==> config.mk <==
export PLATFORM = sky130hd
export DESIGN_NAME = qwpd_decode
export DESIGN_NICKNAME = d
export VERILOG_FILES = /design/src/logic/qwpd_pkg.sv /design/src/logic/qwpd_decode.sv /design/src/logic/qwpd_deadline_timer.sv
export SDC_FILE = /design/constraint.sdc
export NUM_CORES = 1
export LEC_CHECK = 0
export BUFFER_PORTS_ARGS = -buffer_cell sky130_fd_sc_hd__buf_2
export CAP_MARGIN = 40
export CORE_UTILIZATION = 56
export DETAILED_ROUTE_END_ITERATION = 8
export PLACE_DENSITY = 0.8
export SYNTH_ARGS = -nofsm -noshare
export SYNTH_HDL_FRONTEND = slang
export SYNTH_HIERARCHICAL = 1
export SYNTH_SLANG_ARGS = --single-unit
export TNS_END_PERCENT = 50
==> constraint.sdc <==
create_clock -name core_clk -period 4.63 [get_ports core_clk]
set_input_delay 0.463 -clock core_clk [delete_from_list [all_inputs] [get_ports core_clk]]
set_output_delay 0.463 -clock core_clk [all_outputs]
set_load 0.01 [all_outputs]
==> src/logic/qwpd_pkg.sv <==
/*
 * shared constants and carriers for the queued write parameter decoder.
 * assumes a single 250 MHz core clock; all times are derived from it here.
 */
package qwpd_pkg;

  // clock
  localparam int unsigned CLK_PERIOD_NS = 4;

  // deadline intervals; coarse must stay a whole multiple of fine
  localparam int unsigned FINE_INTERVAL_MS = 10;
  localparam int unsigned COARSE_INTERVAL_MS = 500;
  localparam int unsigned FINE_TICK_CYCLES =
    FINE_INTERVAL_MS * 1000000 / CLK_PERIOD_NS;
  localparam logic [12:0] COARSE_RATIO =
    13'(COARSE_INTERVAL_MS / FINE_INTERVAL_MS);

  // deadline code fields
  localparam int unsigned DEADLINE_COARSE_BIT = 7;
  localparam int unsigned DEADLINE_LIMIT_MSB = 6;

  // device/head field
  localparam int unsigned FORCE_COMMIT_BIT = 7;

  // priority class codes
  localparam logic [1:0] CLASS_CODE_NORMAL = 2'h0;
  localparam logic [1:0] CLASS_CODE_ISO = 2'h1;
  localparam logic [1:0] CLASS_CODE_HIGH = 2'h2;

  // reset values
  localparam logic [47:0] LBA_RESET = 48'h0;
  localparam logic [7:0] BYTE_RESET = 8'h0;

  typedef enum logic [1:0] {
    CLASS_NORMAL,
    CLASS_ISO,
    CLASS_HIGH,
    CLASS_RSVD
  } qwpd_class_e;

  typedef struct packed {
    logic [1:0] priorityClass;
    logic [7:0] completionDeadlineCode;
    logic [7:0] deviceHead;
    logic [7:0] sectorNumCur;
    logic [7:0] sectorNumPrev;
    logic [7:0] cylLowCur;
    logic [7:0] cylLowPrev;
    logic [7:0] cylHighCur;
    logic [7:0] cylHighPrev;
  } qwpd_cmd_s;

  typedef struct packed {
    logic error;
    logic aborted;
    logic cached;
  } qwpd_status_s;

endpackage

==> src/logic/qwpd_decode.sv <==
/*
 * queued write parameter decoder: latches a queued write command, decodes
 * priority, deadline, commit rule and start address, tracks block writes,
 * reports completion and the first unrecoverable error address.
 * assumes every input is produced by logic on core_clk; strobes are one
 * cycle wide and a new command is offered only while busy is low.
 */
// Overview of operation
// - the deadline code only takes effect when the priority class is isochronous.
// - by default an expired command keeps running to completion as fast as possible.
// - when the host selects abort-on-expiry the device aborts expired commands.
// - with deadline bit 7 clear the limit is (low seven bits plus one) times 10 ms.
// - with deadline bit 7 set the limit is (low seven bits plus one) times 0.5 s.
// - with force-media-commit set completion waits until data are on the media.
// - with force-media-commit clear and caching on, completion may precede media.
// - error address bits 7:0 or 31:24 show in sector number per high-order select.
// - error address bits 15:8 or 39:32 show in cylinder low per high-order select.
// - error address bits 23:16 or 47:40 show in cylinder high per high-order select.
// - priority class one is isochronous, zero normal and two high.
// - after an unrecoverable error no further blocks of the command are written.
`timescale 1ns/1ns
`default_nettype none

module qwpd_decode
  import qwpd_pkg::*;
#(
  parameter int unsigned TICK_CYCLES = FINE_TICK_CYCLES
) (
  input wire logic core_clk,
  input wire logic rst,
  input wire logic cmdValid,
  input wire qwpd_cmd_s cmdFields,
  input wire logic writeCacheEnable,
  input wire logic abortOnExpiry,
  input wire logic hostDataDone,
  input wire logic mediaBlockOk,
  input wire logic mediaUncError,
  input wire logic mediaDone,
  input wire logic highOrderSelect,
  output logic busy,
  output qwpd_class_e priorityMode,
  output logic deadlineValid,
  output logic deadlineExpired,
  output logic [47:0] startLba,
  output logic [47:0] blockLba,
  output logic writeActive,
  output logic compDone,
  output qwpd_status_s compStatus,
  output logic [7:0] errSector,
  output logic [7:0] errCylLow,
  output logic [7:0] errCylHigh
);

  typedef enum logic [1:0] {
    ST_IDLE,
    ST_ACTIVE,
    ST_DRAIN
  } qwpd_state_e;

  qwpd_state_e state;
  qwpd_state_e next_state;
  qwpd_cmd_s cmdReg;
  logic accept;
  logic forceCommit;
  logic cachedDone;
  logic abortNow;
  logic timerExpired;
  logic [47:0] errLba;
  logic errValid;
  qwpd_class_e next_class;

  assign accept = cmdValid && state == ST_IDLE;
  assign forceCommit = cmdReg.deviceHead[FORCE_COMMIT_BIT];
  // cached completion is allowed only without force-commit and with caching
  assign cachedDone = hostDataDone && !forceCommit && writeCacheEnable;
  assign abortNow = deadlineExpired && abortOnExpiry;

  always_comb begin
    case (cmdFields.priorityClass)
      CLASS_CODE_NORMAL: next_class = CLASS_NORMAL;
      CLASS_CODE_ISO: next_class = CLASS_ISO;
      CLASS_CODE_HIGH: next_class = CLASS_HIGH;
      default: next_class = CLASS_RSVD;
    endcase
  end

  qwpd_deadline_timer #(
    .TICK_CYCLES(TICK_CYCLES)
  ) deadlineTimer (
    .core_clk(core_clk),
    .rst(rst),
    .start(accept && next_class == CLASS_ISO),
    .cancel(state == ST_IDLE && !accept),
    .deadlineCode(cmdFields.completionDeadlineCode),
    .expired(timerExpired)
  );

  // expiry only reported for isochronous work still in flight
  always_ff @(posedge core_clk) begin
    if (rst) begin
      deadlineExpired <= 1'b0;
    end else begin
      deadlineExpired <= timerExpired && deadlineValid && state != ST_IDLE;
    end
  end

  always_comb begin
    next_state = state;
    case (state)
      ST_IDLE: begin
        if (accept) begin
          next_state = ST_ACTIVE;
        end
      end
      ST_ACTIVE: begin
        if (mediaUncError || mediaDone || abortNow) begin
          next_state = ST_IDLE;
        end else if (cachedDone) begin
          next_state = ST_DRAIN;
        end
      end
      ST_DRAIN: begin
        // already reported; an expiry here no longer aborts anything
        if (mediaUncError || mediaDone) begin
          next_state = ST_IDLE;
        end
      end
      default: next_state = ST_IDLE;
    endcase
  end

  always_ff @(posedge core_clk) begin
    if (rst) begin
      state <= ST_IDLE;
      busy <= 1'b0;
    end else begin
      state <= next_state;
      busy <= next_state != ST_IDLE;
    end
  end

  // command capture and decode
  always_ff @(posedge core_clk) begin
    if (rst) begin
      cmdReg <= '0;
      priorityMode <= CLASS_NORMAL;
      deadlineValid <= 1'b0;
      startLba <= LBA_RESET;
    end else if (accept) begin
      cmdReg <= cmdFields;
      priorityMode <= next_class;
      deadlineValid <= next_class == CLASS_ISO;
      startLba <= {cmdFields.cylHighPrev, cmdFields.cylLowPrev,
                   cmdFields.sectorNumPrev, cmdFields.cylHighCur,
                   cmdFields.cylLowCur, cmdFields.sectorNumCur};
    end
  end

  // block address walk; writing stops at the failing block
  always_ff @(posedge core_clk) begin
    if (rst) begin
      blockLba <= LBA_RESET;
      writeActive <= 1'b0;
    end else if (accept) begin
      blockLba <= {cmdFields.cylHighPrev, cmdFields.cylLowPrev,
                   cmdFields.sectorNumPrev, cmdFields.cylHighCur,
                   cmdFields.cylLowCur, cmdFields.sectorNumCur};
      writeActive <= 1'b1;
    end else if (state != ST_IDLE && mediaUncError) begin
      writeActive <= 1'b0;
    end else if (state == ST_ACTIVE && abortNow) begin
      writeActive <= 1'b0;
    end else if (state != ST_IDLE && mediaDone) begin
      writeActive <= 1'b0;
    end else if (writeActive && mediaBlockOk) begin
      // expiry without abort selected does not stop the walk
      blockLba <= blockLba + 48'h1;
    end
  end

  // completion report
  always_ff @(posedge core_clk) begin
    if (rst) begin
      compDone <= 1'b0;
      compStatus <= '0;
    end else begin
      compDone <= 1'b0;
      if (state == ST_ACTIVE) begin
        if (mediaUncError) begin
          compDone <= 1'b1;
          compStatus <= '{error: 1'b1, aborted: 1'b0, cached: 1'b0};
        end else if (mediaDone) begin
          compDone <= 1'b1;
          compStatus <= '{error: 1'b0, aborted: 1'b0, cached: 1'b0};
        end else if (abortNow) begin
          compDone <= 1'b1;
          compStatus <= '{error: 1'b0, aborted: 1'b1, cached: 1'b0};
        end else if (cachedDone) begin
          compDone <= 1'b1;
          compStatus <= '{error: 1'b0, aborted: 1'b0, cached: 1'b1};
        end
      end
    end
  end

  // first unrecoverable error address is kept until the next command
  always_ff @(posedge core_clk) begin
    if (rst) begin
      errLba <= LBA_RESET;
      errValid <= 1'b0;
    end else if (accept) begin
      errValid <= 1'b0;
    end else if (state != ST_IDLE && mediaUncError && !errValid) begin
      errLba <= blockLba;
      errValid <= 1'b1;
    end
  end

  always_ff @(posedge core_clk) begin
    if (rst) begin
      errSector <= BYTE_RESET;
      errCylLow <= BYTE_RESET;
      errCylHigh <= BYTE_RESET;
    end else begin
      errSector <= highOrderSelect ? errLba[31:24] : errLba[7:0];
      errCylLow <= highOrderSelect ? errLba[39:32] : errLba[15:8];
      errCylHigh <= highOrderSelect ? errLba[47:40] : errLba[23:16];
    end
  end
endmodule

`default_nettype wire

==> src/logic/qwpd_deadline_timer.sv <==
/*
 * deadline timer: counts 10 ms units up to the limit coded in a
 * completion deadline code and raises a sticky expiry flag.
 * assumes start is a single-cycle strobe on core_clk; cancel is a level held while the decoder is idle.
 */
`timescale 1ns/1ns
`default_nettype none

module qwpd_deadline_timer
  import qwpd_pkg::*;
#(
  parameter int unsigned TICK_CYCLES = FINE_TICK_CYCLES
) (
  input wire logic core_clk,
  input wire logic rst,
  input wire logic start,
  input wire logic cancel,
  input wire logic [7:0] deadlineCode,
  output logic expired
);

  logic [31:0] tickCnt;
  logic [12:0] unitCnt;
  logic [12:0] limitUnits;
  logic running;
  logic [12:0] next_limit;
  logic tickEnd;

  // coarse units are whole multiples of the fine unit, so one tick serves
  always_comb begin
    next_limit = {6'h0, deadlineCode[DEADLINE_LIMIT_MSB:0]} + 13'h1;
    if (deadlineCode[DEADLINE_COARSE_BIT]) begin
      next_limit = 13'(next_limit * COARSE_RATIO);
    end
  end

  assign tickEnd = (tickCnt == 32'(TICK_CYCLES - 1));

  always_ff @(posedge core_clk) begin
    if (rst || cancel) begin
      running <= 1'b0;
      tickCnt <= 32'h0;
      unitCnt <= 13'h0;
      limitUnits <= 13'h0;
    end else if (start) begin
      running <= 1'b1;
      tickCnt <= 32'h0;
      unitCnt <= 13'h0;
      limitUnits <= next_limit;
    end else if (running) begin
      tickCnt <= tickEnd ? 32'h0 : tickCnt + 32'h1;
      if (tickEnd) begin
        unitCnt <= unitCnt + 13'h1;
      end
      if (tickEnd && unitCnt + 13'h1 == limitUnits) begin
        running <= 1'b0;
      end
    end
  end

  always_ff @(posedge core_clk) begin
    if (rst || cancel || start) begin
      expired <= 1'b0;
    end else if (running && tickEnd && unitCnt + 13'h1 == limitUnits) begin
      expired <= 1'b1;
    end
  end

  // elapsed cycles since start, only for checking
  logic [31:0] sinceStart;
  logic coarseSel;
  always_ff @(posedge core_clk) begin
    if (rst || start) begin
      sinceStart <= 32'h0;
    end else begin
      sinceStart <= sinceStart + 32'h1;
    end
  end
  always_ff @(posedge core_clk) begin
    if (rst) begin
      coarseSel <= 1'b0;
    end else if (start) begin
      coarseSel <= deadlineCode[DEADLINE_COARSE_BIT];
    end
  end
endmodule

`default_nettype wire

==> results of run 1 <==
==> report_power, final <==
part,switching (mW),leakage [nW],internal (mW)
Sequential,0.106,1.97,2.16
Clock,0.841,0.437,1.27
Combinational,0.364,2.93,0.228
==> registers in the layout, summed over array words and instances (netlist names) <==
name and cells:
compStatus 3, errLba 48, deadlineExpired 1, busy 1, deadlineTimer/limitUnits 13, writeActive 1
startLba 48, errCylHigh 8, priorityMode 2, cmdReg 1, deadlineTimer/running 1, compDone 1
state 2, deadlineValid 1, errValid 1, deadlineTimer/tickCnt 32, blockLba 48, errSector 8
deadlineTimer/unitCnt 13, deadlineTimer/expired 1, errCylLow 8
==> critical path, stage by stage <==
cell and delay, ps:
sky130_fd_sc_hd__buf_2 200, sky130_fd_sc_hd__ha_1 240, sky130_fd_sc_hd__xor2_1 360, sky130_fd_sc_hd__ha_1 310, sky130_fd_sc_hd__ha_1 280, sky130_fd_sc_hd__inv_1 50, sky130_fd_sc_hd__fa_1 500, sky130_fd_sc_hd__inv_1 40
sky130_fd_sc_hd__ha_1 320, sky130_fd_sc_hd__nor2b_1 140, sky130_fd_sc_hd__o21ai_0 190, sky130_fd_sc_hd__a21oi_1 130, sky130_fd_sc_hd__o21a_1 200, sky130_fd_sc_hd__o21a_1 170, sky130_fd_sc_hd__o32ai_1 190
==> how the worst min path moves through the flow <==
stage	startpoint	end
finish	cmdFields[64]	priorityMode[0]
global route	cmdFields[24]	startLba[8]
CTS	cmdFields[64]	priorityMode[0]
detailed placement	startLba[13]	startLba[13]
global placement	startLba[27]	startLba[27]
floorplan	deadlineTimer/expired	deadlineExpired
==> per-layer routing <==
metal | up-vias | wire, um | track usage
met5 | - | 0 | 0
met4 | 0 | 1107 | 0.1252
met3 | 80 | 3260 | 0.06689
met2 | 572 | 14230 | 0.4600
met1 | 5127 | 14110 | 0.4361
li1 | 5188 | - | -
==> metrics by stage <==
stage | power, mW | area (um^2) | setup slack (ps) | hold WS (ps) | utilization
floorplan | 2.645 | 11370 | 1065 | 423.7 | -
global placement | 2.853 | 12450 | 853.1 | 439.3 | 0.6332
detailed placement | 2.882 | 12530 | 781.6 | 443.7 | 0.6376
CTS | 4.976 | 13410 | 1323 | 169.6 | 0.6821
global route | 5.144 | 13410 | 1032 | 189.2 | 0.6823
finish | 4.972 | 13410 | 1276 | 177.0 | 0.6823
==> cell type report <==
type,count,share of cell area
tap,265,0.02473
multi-input combinational,1039,0.4540
timing repair buffer,211,0.08584
clock inverter,11,0.01054
inverter,31,0.008678
sequential,242,0.3613
antenna,1,0.0001866
clock buffer,35,0.05468
==> cells by family (layout without fill, tap and decap cells) <==
family	count (synthesis)	after routing	share of synthesized area
simple gates	635	635	0.2689
compound gates	260	260	0.1389
flops	242	242	0.4260
buf+inv	112	288	0.04004
xor+xnor	81	81	0.06238
mux	34	34	0.02992
fa+ha+maj	29	29	0.03388
other cells	0	1	0
==> cells in the final DEF (no fill, tap or decap), drive strengths merged, types with 19 or more instances in the layout <==
cell    instances
a21oi         130
and3           21
buf           211
clkbuf         35
dfxtp         242
ha             26
inv            32
mux2i          34
nand2         263
nand3          46
nand4          32
nor2          131
nor3           29
o21ai          27
or3            19
or4            20
xnor2          42
xor2           39
==> implementation parameters, run 1 <==
Parameter                              Value

Route
  Vias    around 11000
  Residual DRC count    0
  Average detailed-routed wire length per instance    around 18 um
  Total length of routed wires    about 33000 um
  First-pass DRT Iterations    5
  Post-DR vias/cell    about 6
  Number of design-rule violations left by the first detailed-router iteration    1027
  Antenna violation net count after detailed routing    0

Die
  Die span in y    144.5 um
  Num ports    between 200 and 250
  Number of rows created at floorplan    51
  Core region area    19650 um^2
  Die area    ~21000 um^2
  Initial core utilization    0.5787
  Chip Width    around 140 um

Finish
  Share of cells above drive strength 1    0.1823
  Area of the multi-input gates    6088 um^2
  Storage cell area    ~4800 um^2
  Syn-to-layout area delta    17.90%
  Post-route non-filler standard cell count    roughly 1800
  Count of fill cells added during filler insertion    approximately 1700
  Layout net count    roughly 1700

STA
  Final Skew    about 25 ps
  Post-route minimum period    3354 ps
  Hold Vio Cnt, Final    0
  Achievable clock frequency    between 200 and 300 MHz
  Slew HR    0.4529
  Number of endpoints failing setup at the final stage    0
  Slew of the pin with the lowest slew margin    around 820 ps
  RSZ-0062 raised after global routing    no
  Final critical-path share of the clock period    0.7243
  Pins over their slew limit    0
  Total Neg Setup Slack    0 ps

Worst setup path
  Worst setup path class    in2reg
  Worst r2r path cells    5
  Worst endpoint required time    between 5000 and 6000 ps
  Worst Setup Start Kind    input port
  Worst reg-to-reg setup slack    approximately 1700 ps
  Critical path endpoint category    flop
  Origin of the worst setup path    cmdFields[56]
  Critical Path AT    around 3800 ps
  Largest driver fanout on the critical path    10
  Startpoint of the most critical register-to-register path    state[1]
  Destination of the critical timing path    deadlineTimer/limitUnits[11]
  Critical register-to-register path endpoint    blockLba[12]

Yosys
  Share of async-settable or async-resettable flops after synthesis    0
  Most area-consuming cells after synthesis    sky130_fd_sc_hd__dfxtp_1 (43%), sky130_fd_sc_hd__nand2_1 (8.6%), sky130_fd_sc_hd__a21oi_1 (5.7%), sky130_fd_sc_hd__nor2_1 (4.3%), sky130_fd_sc_hd__xnor2_1 (3.2%)
  Number of storage elements in the synthesis netlist    around 240
  Leading post-synthesis cells by instance count    sky130_fd_sc_hd__nand2_1 (260), sky130_fd_sc_hd__dfxtp_1 (242), sky130_fd_sc_hd__a21oi_1 (130), sky130_fd_sc_hd__nor2_1 (130), sky130_fd_sc_hd__clkbuf_1 (60)
  Syn Inst Count    about 1400
  Number of nets in the synthesized netlist    around 1500
  Fraction of synthesized cell area taken by the top area cell type    0.4260
  Combined area of all synthesized cells    around 11000 um^2
  Most repeated cell in the gate-level netlist after synthesis    sky130_fd_sc_hd__nand2_1
  Top_reg_cell synth    sky130_fd_sc_hd__dfxtp_1
  Post-synthesis sequential area ratio    0.4260
  Cell type with the highest aggregate area in the netlist    sky130_fd_sc_hd__dfxtp_1
  Post-synthesis area per instance    8.165 um^2
  Number of enable flip-flop cells after synthesis    0
  Unique cell type count in the Yosys netlist    between 70 and 80
  Number of warning messages in the yosys log    6

Clocking
  Post-CTS Setup Inserts    0
  TritonCTS clock tree    built
  Post-CTS Hold Buffers    0
  Resized Gates After CTS    0
  Clock buffers created by TritonCTS    25
  Clock-pin slew on the worst setup and hold paths    approximately 70 ps
  Num Clock Sinks    around 240
  Count of H-tree levels built during CTS    1
  Maximum number of buffers from clock root to sink    3
  Clock latency of the later-clocked register in the worst-skew pair    between 500 and 600 ps
  Clock root cell    sky130_fd_sc_hd__clkbuf_16

Place
  GP Congestion    between 0.9 and 1
  Number of I/O port buffers    198
  # placed instances    about 1800
  Half-perimeter wire length after detailed placement    around 23000 um

Global route
  Global route overflow    0
  Antenna violations before repair    1
  Number of global-route vias before repair    between 9000 and 10000
  Total routing resource utilization after global routing    0.3105
  Largest net degree at the start of global routing    96
  Global-route wire length before repair    between 50000 and 60000 um

Run
  Number of max-capacitance violations reported    0

Pwr
  Total power per unit cell area    370.8 nW/um^2
  Static leakage    between 5 and 6 nW
  Maximum vdd drop    0.0002874 V

Hold path
  Worst hold path depth    3
  Type of the worst min-delay path    in2reg

Run status
  Run status    completed
Power figures use the tool's default switching activity.
==> inputs of run 2 (changes only) <==
Settings changed: CORE_UTILIZATION 56 to 51, PLACE_DENSITY 0.8 to 0.77.
Clock period 4.63 ns to 2.7 ns, I/O delays scaled along.
==> implementation parameters, run 2 (same netlist as run 1, synthesis figures left out) <==
Parameter                              Value

Finish
  Syn-to-layout area delta    23.85%
  Share of cells above drive strength 1    0.2118 (+0.02953)
  Post-route non-filler standard cell count    1925 (+4.9%)
  Commonest non-fill, non-tap cell in the layout    sky130_fd_sc_hd__nand2_1
  Most used cells in the layout excluding fill and tap cells    sky130_fd_sc_hd__nand2_1 (260), sky130_fd_sc_hd__dfxtp_1 (242), sky130_fd_sc_hd__buf_2 (196)
  Non-Filler Cell Area, Final    14090 um^2 (+5.0%)
  Largest registers    blockLba (48), errLba (48), startLba (48)
  Layout net count    1729 (+4.5%)

STA
  Number of endpoints failing setup at the final stage    0 (unchanged)
  Achievable clock frequency    slightly below 400 MHz
  Slew HR    0.4215 (-0.03142)
  Pins over their slew limit    0 (unchanged)
  Worst setup margin    112.3 ps (-1164 ps)
  Post-route minimum period    ~2600 ps
  Final Skew    13.61 ps (-11.10 ps)
  Hold Vio Cnt, Final    0 (unchanged)
  Total Neg Setup Slack    0 ps (unchanged)
  Final critical-path share of the clock period    0.9584
  Slew of the pin with the lowest slew margin    867.8 ps (+47.14 ps)
  Smallest hold slack    10.38 ps (-166.6 ps)

Place
  Half-perimeter wire length after detailed placement    23350 um (+1.9%)
  Cell Area, Placed    12910 um^2 (+3.0%)
  GP Congestion    0.8854 (-2.7%)
  Pre-CTS WS    -566.2 ps (-1348 ps)
  Number of I/O port buffers    198 (unchanged)
  # placed instances    1852 (+3.6%)

Route
  Average detailed-routed wire length per instance    17.22 um (-3.4%)
  Post-DR vias/cell    5.762 (-3.6%)
  Vias    11090 (+1.1%)
  Residual DRC count    0 (unchanged)
  Total length of routed wires    33150 um (+1.3%)
  Number of design-rule violations left by the first detailed-router iteration    818 (-20%)
  Antenna violation net count after detailed routing    0 (unchanged)
  First-pass DRT Iterations    5 (unchanged)

Worst setup path
  Worst setup path class    in2reg
  Worst reg-to-reg setup slack    240 ps (-1460 ps)
  Worst r2r path cells    6 (+1)
  Worst endpoint required time    3080 ps (-1980 ps)
  Largest driver fanout on the critical path    4 (-6)
  Worst Setup Start Kind    input port
  Origin of the worst setup path    cmdFields[56]
  Critical register-to-register path endpoint    deadlineTimer/running
  Startpoint of the most critical register-to-register path    deadlineTimer/unitCnt[6]
  Critical path endpoint category    flop
  Critical Path AT    2970 ps (-820 ps)

Pwr
  Total power per unit cell area    609.1 nW/um^2 (+64%)
  Maximum vdd drop    0.0005393 V (+88%)
  Static leakage    5.667 nW (+6.3%)

Global route
  Number of global-route vias before repair    10070 (+3.3%)
  Global-route wire length before repair    51290 um (+0.95%)
  Antenna violations before repair    4 (+3)
  Total routing resource utilization after global routing    0.2831 (-0.02736)
  Largest net degree at the start of global routing    130 (+35%)
  Global route overflow    0 (unchanged)

Die
  Die area    22900 um^2 (+9.7%)
  Core region area    21820 um^2 (+11%)
  Num ports    206 (unchanged)
  Number of rows created at floorplan    54 (+5.9%)
  Initial core utilization    0.5212 (-0.05753)
  Chip Width    151.3 um (+4.7%)
  Die span in y    151.3 um (+4.7%)

Clocking
  Clock root cell    sky130_fd_sc_hd__clkbuf_16
  TritonCTS clock tree    built
  Maximum number of buffers from clock root to sink    3 (unchanged)
  Clock buffers created by TritonCTS    26 (+4.0%)
  Count of H-tree levels built during CTS    1 (unchanged)
  Clock latency of the later-clocked register in the worst-skew pair    530 ps (about the same)
  Clock-pin slew on the worst setup and hold paths    60 ps (about the same)
  Num Clock Sinks    242 (unchanged)

Hold path
  Origin of the worst min-delay path    cmdFields[35]
  Type of the worst min-delay path    in2reg
  Worst min-delay path endpoint    startLba[27]
  Worst hold path depth    3 (unchanged)

Run
  Number of max-capacitance violations reported    0 (unchanged)

Run status
  Run status    completed
## run 2: report_power, final
group	internal (mW)	switching, mW
Clock	2.09	1.43
Sequential	3.70	0.143
Combinational	0.520	0.691
## run 2: metal layers
metal	vias up	routed length (um)	track usage
li1	5341	-	-
met1	5207	13770	0.3690
met2	461	15470	0.4603
met3	80	2843	0.05211
met4	2	1055	0.1130
met5	-	10	0
## run 2: what timing repair did
item                       4_1_cts  5_1_grt
hold endpoints to repair        23        0
hold buffers                    23        0
setup endpoints to repair        1        3
pin swaps                        0        8
resized for setup                2       12
setup buffers                    0        1
## run 2: cell type report
class | instances | area, um^2
Antenna cell | 2 | 5.005
Clock buffer | 40 | 783.3
Clock inverter | 7 | 75.07
Fill cell | 1855 | 7737
Inverter | 31 | 116.4
Multi-Input combinational cell | 1039 | 6180
Sequential cell | 242 | 4845
Tap cell | 280 | 350.3
Timing Repair Buffer | 284 | 1732
## run 2: worst max-delay path: stages
cell and delay (ps):
sky130_fd_sc_hd__clkbuf_4 150, sky130_fd_sc_hd__ha_4 180, sky130_fd_sc_hd__xor2_2 150, sky130_fd_sc_hd__ha_1 300, sky130_fd_sc_hd__ha_1 280, sky130_fd_sc_hd__inv_1 50, sky130_fd_sc_hd__fa_1 480, sky130_fd_sc_hd__inv_2 50
sky130_fd_sc_hd__ha_4 210, sky130_fd_sc_hd__nor2b_1 130, sky130_fd_sc_hd__o21ai_2 130, sky130_fd_sc_hd__a21oi_2 80, sky130_fd_sc_hd__o21a_1 190, sky130_fd_sc_hd__nor3_1 210, sky130_fd_sc_hd__o32ai_2 130
## run 2: stage by stage
stage / power, mW / utilization
CTS: 8.596 / 0.6420
finish: 8.579 / 0.6455
detailed placement: 5.060 / 0.5917
floorplan: 4.552 / -
global route: 8.927 / 0.6455
global placement: 5.029 / 0.5917
## run 2: worst max-delay path by stage
stage | slack (ps) | cells past startpoint | endpoint
final | 110 | 15 | deadlineTimer/limitUnits[11]
after floorplan | -350 | 16 | deadlineTimer/limitUnits[11]
after global placement | -530 | 15 | deadlineTimer/limitUnits[11]
after detailed placement | -570 | 15 | deadlineTimer/limitUnits[11]
after global routing | -9 | 15 | deadlineTimer/limitUnits[11]
after CTS | 30 | 15 | deadlineTimer/limitUnits[11]
==> inputs of run 3 (changes only) <==
Settings changed: CORE_MARGIN set to 2, CTS_BUF_LIST set to sky130_fd_sc_hd__clkbuf_16, SYNTH_HIERARCHICAL 1 to unset.
==> implementation parameters, run 3 <==
Parameter                              Value

Run status
  Run status    completed

Clocking
  Clock-pin slew on the worst setup and hold paths    60 ps (about the same)
  Num Clock Sinks    242 (unchanged)
  Clock buffers created by TritonCTS    26 (unchanged)
  Count of H-tree levels built during CTS    1 (unchanged)
  TritonCTS clock tree    built
  Clock root cell    sky130_fd_sc_hd__clkbuf_16
  Clock latency of the later-clocked register in the worst-skew pair    540 ps (about the same)
  Maximum number of buffers from clock root to sink    3 (unchanged)

Die
  Num ports    206 (unchanged)
  Number of rows created at floorplan    54 (unchanged)
  Initial core utilization    0.5175 (-0.003615)
  Chip Width    152.6 um (+0.83%)
  Die span in y    152.6 um (+0.83%)
  Core region area    21760 um^2 (-0.31%)
  Die area    23280 um^2 (+1.7%)

Route
  Total length of routed wires    32760 um (-1.2%)
  Antenna violation net count after detailed routing    0 (unchanged)
  Post-DR vias/cell    5.745 (-0.30%)
  Residual DRC count    0 (unchanged)
  Vias    11040 (-0.45%)
  Average detailed-routed wire length per instance    17.05 um (-1.0%)
  Number of design-rule violations left by the first detailed-router iteration    1023 (+25%)
  First-pass DRT Iterations    6 (+1)

Global route
  Number of global-route vias before repair    10260 (+1.9%)
  Global route overflow    0 (unchanged)
  Largest net degree at the start of global routing    100 (-23%)
  Global-route wire length before repair    52860 um (+3.1%)
  Antenna violations before repair    1 (-3)
  Total routing resource utilization after global routing    0.2716 (-0.01153)

STA
  Slew of the pin with the lowest slew margin    761.6 ps (-106.2 ps)
  Slew HR    0.4923 (+0.07081)
  RSZ-0062 raised after global routing    no
  Worst setup margin    78.22 ps (-34.07 ps)
  Total Neg Setup Slack    0 ps (unchanged)
  Final critical-path share of the clock period    0.9710 (+0.01262)
  Achievable clock frequency    381.4 MHz (-1.3%)
  Pins over their slew limit    0 (unchanged)
  Smallest hold slack    9.060 ps (-1.317 ps)
  Final Skew    20.64 ps (+7.035 ps)
  Number of endpoints failing setup at the final stage    0 (unchanged)
  Post-route minimum period    2622 ps (+34.07 ps)
  Hold Vio Cnt, Final    0 (unchanged)

Place
  Number of I/O port buffers    198 (unchanged)
  Pre-CTS WS    -491.3 ps (+74.87 ps)
  GP Congestion    0.9005 (+1.7%)
  Half-perimeter wire length after detailed placement    23070 um (-1.2%)

Yosys
  Number of warning messages in the yosys log    0 (-6)
  Number of storage elements in the synthesis netlist    242 (unchanged)
  Top_reg_cell synth    sky130_fd_sc_hd__dfxtp_1
  Combined area of all synthesized cells    11260 um^2 (-1.0%)
  Fraction of synthesized cell area taken by the top area cell type    0.4303 (+0.004307)
  Number of nets in the synthesized netlist    1510 (+0.80%)
  Cell type with the highest aggregate area in the netlist    sky130_fd_sc_hd__dfxtp_1
  Most repeated cell in the gate-level netlist after synthesis    sky130_fd_sc_hd__nand2_1
  Share of async-settable or async-resettable flops after synthesis    0 (unchanged)
  Post-synthesis sequential area ratio    0.4303 (+0.004307)
  Leading post-synthesis cells by instance count    sky130_fd_sc_hd__nand2_1 (270), sky130_fd_sc_hd__dfxtp_1 (242), sky130_fd_sc_hd__a21oi_1 (154), sky130_fd_sc_hd__nor2_1 (126), sky130_fd_sc_hd__clkbuf_1 (63)
  Most area-consuming cells after synthesis    sky130_fd_sc_hd__dfxtp_1 (43%), sky130_fd_sc_hd__nand2_1 (9.0%), sky130_fd_sc_hd__a21oi_1 (6.8%), sky130_fd_sc_hd__nor2_1 (4.2%), sky130_fd_sc_hd__ha_1 (3.1%)
  Syn Inst Count    1403 (+0.72%)
  Post-synthesis area per instance    8.025 um^2 (-1.7%)
  Number of enable flip-flop cells after synthesis    0 (unchanged)
  Unique cell type count in the Yosys netlist    62 (-17%)

Pwr
  Total chip power    8.371 mW (-2.4%)
  Total power per unit cell area    605.9 nW/um^2 (-0.53%)
  Maximum vdd drop    0.0004088 V (-24%)
  Static leakage    5.647 nW (-0.35%)

Worst setup path
  Worst stage delay on the critical path    520 ps (+40 ps)
  Critical Path AT    3060 ps (+90 ps)
  Family with the most delay on the worst path    adder cells
  Worst setup path class    in2reg
  Critical Path Slowest Stage Cell    sky130_fd_sc_hd__fa_1
  Worst endpoint required time    3140 ps (+60 ps)
  Critical path endpoint category    flop
  Count of buffering cells on the critical path with inverters included    3 (unchanged)
  Largest driver fanout on the critical path    5 (+1)
  Worst Setup Start Kind    input port
  Cell chain of the critical path    buf_6, ha_4, xor2_2, ha_1, ha_1, inv_2, fa_1, inv_2, ha_4, nor2b_1, o21ai_1, a21boi_1, o21a_1, o21a_1, o31ai_1

Finish
  Most used cells in the layout excluding fill and tap cells    sky130_fd_sc_hd__nand2_1 (270), sky130_fd_sc_hd__dfxtp_1 (242), sky130_fd_sc_hd__buf_2 (195)
  Syn-to-layout area delta    22.71%
  Commonest non-fill, non-tap cell in the layout    sky130_fd_sc_hd__nand2_1
  Layout net count    1728 (-0.058%)
  Share of cells above drive strength 1    0.1987 (-0.01315)
  Largest registers    blockLba (48), errLba (48), startLba (48)
  Count of fill cells added during filler insertion    1886 (+1.7%)
  Post-layout utilization of the core    0.6351 (-0.01036)

Hold path
  Type of the worst min-delay path    in2reg

Run
  Number of max-capacitance violations reported    0 (unchanged)
==> run 3: cell types whose count changed in the layout (fill, tap and decap cells not counted), moves of 10 or more <==
cell                            delta
sky130_fd_sc_hd__a21oi_1          +25
sky130_fd_sc_hd__a311oi_1         -12
sky130_fd_sc_hd__dlygate4sd3_1    -11
sky130_fd_sc_hd__nand2_1          +10
sky130_fd_sc_hd__o21ai_0          +19
sky130_fd_sc_hd__or4_1            -13
==> run 3: routing by layer <==
layer | track usage | up-vias | wire (um)
met5 | 0 | - | 0
met4 | 0.09303 | 0 | 1056
met3 | 0.03868 | 67 | 2708
met2 | 0.4416 | 490 | 15160
met1 | 0.3717 | 5164 | 13830
li1 | - | 5320 | -
==> run 3: final cells by class <==
class	count	area, um^2	area share
flip-flops and latches	242	4845	0.3506
clock inverters	22	141.4	0.01023
repair buffers	276	1683	0.1218
well taps	280	350.3	0.02536
inverters	34	127.6	0.009237
clock buffers	26	650.6	0.04709
diodes	1	2.502	0.0001811
multi-input cells	1041	6017	0.4355
==> run 3: worst paths after layout <==
path	start	to	slack (ps)	cells after the start
max	cmdFields[57]	deadlineTimer.limitUnits[11]	80	15
min	cmdFields[0]	startLba[40]	9	3
max reg2reg	deadlineTimer.unitCnt[0]	deadlineTimer.expired	300	7
min reg2reg	startLba[47]	startLba[47]	450	2
==> run 3: worst min-delay path: stages <==
cell and delay [ps]:
sky130_fd_sc_hd__buf_2 110, sky130_fd_sc_hd__nand2_1 50, sky130_fd_sc_hd__a21oi_1 50
==> run 3: cells by family (layout without fill, tap and decap cells) <==
family	Yosys count	after routing	synth area share
compound gates	307	307	0.1629
xor+xnor	68	68	0.05289
fa+ha+maj	31	31	0.03645
buf+inv	120	358	0.04167
flops	242	242	0.4303
mux	34	34	0.03056
other cells	0	1	0
simple gates	601	601	0.2452
==> run 3: power breakdown <==
| group | total (mW) | switching (mW) | internal, mW |
|---|---|---|---|
| combinational | 1.24 | 0.715 | 0.522 |
| sequential | 3.82 | 0.127 | 3.69 |
| clock | 3.31 | 1.46 | 1.85 |
| total | 8.37 | 2.31 | 6.07 |
==> run 3: repair_timing <==
item                                    CTS  global route
endpoints found under the setup margin    0             3
gates resized for setup                   0            10
endpoints found under the hold margin    11             0
setup buffers                             0             4
hold buffers                             12             0
==> run 3: per-stage QoR <==
stage / instance area, um^2 / std cells
2_1_floorplan: 11310 / 1403
3_3_place_gp: 12820 / 1856
3_5_place_dp: 12850 / 1857
4_1_cts: 13760 / 1917
5_1_grt: 13820 / 1922
6_report: 13820 / 1922
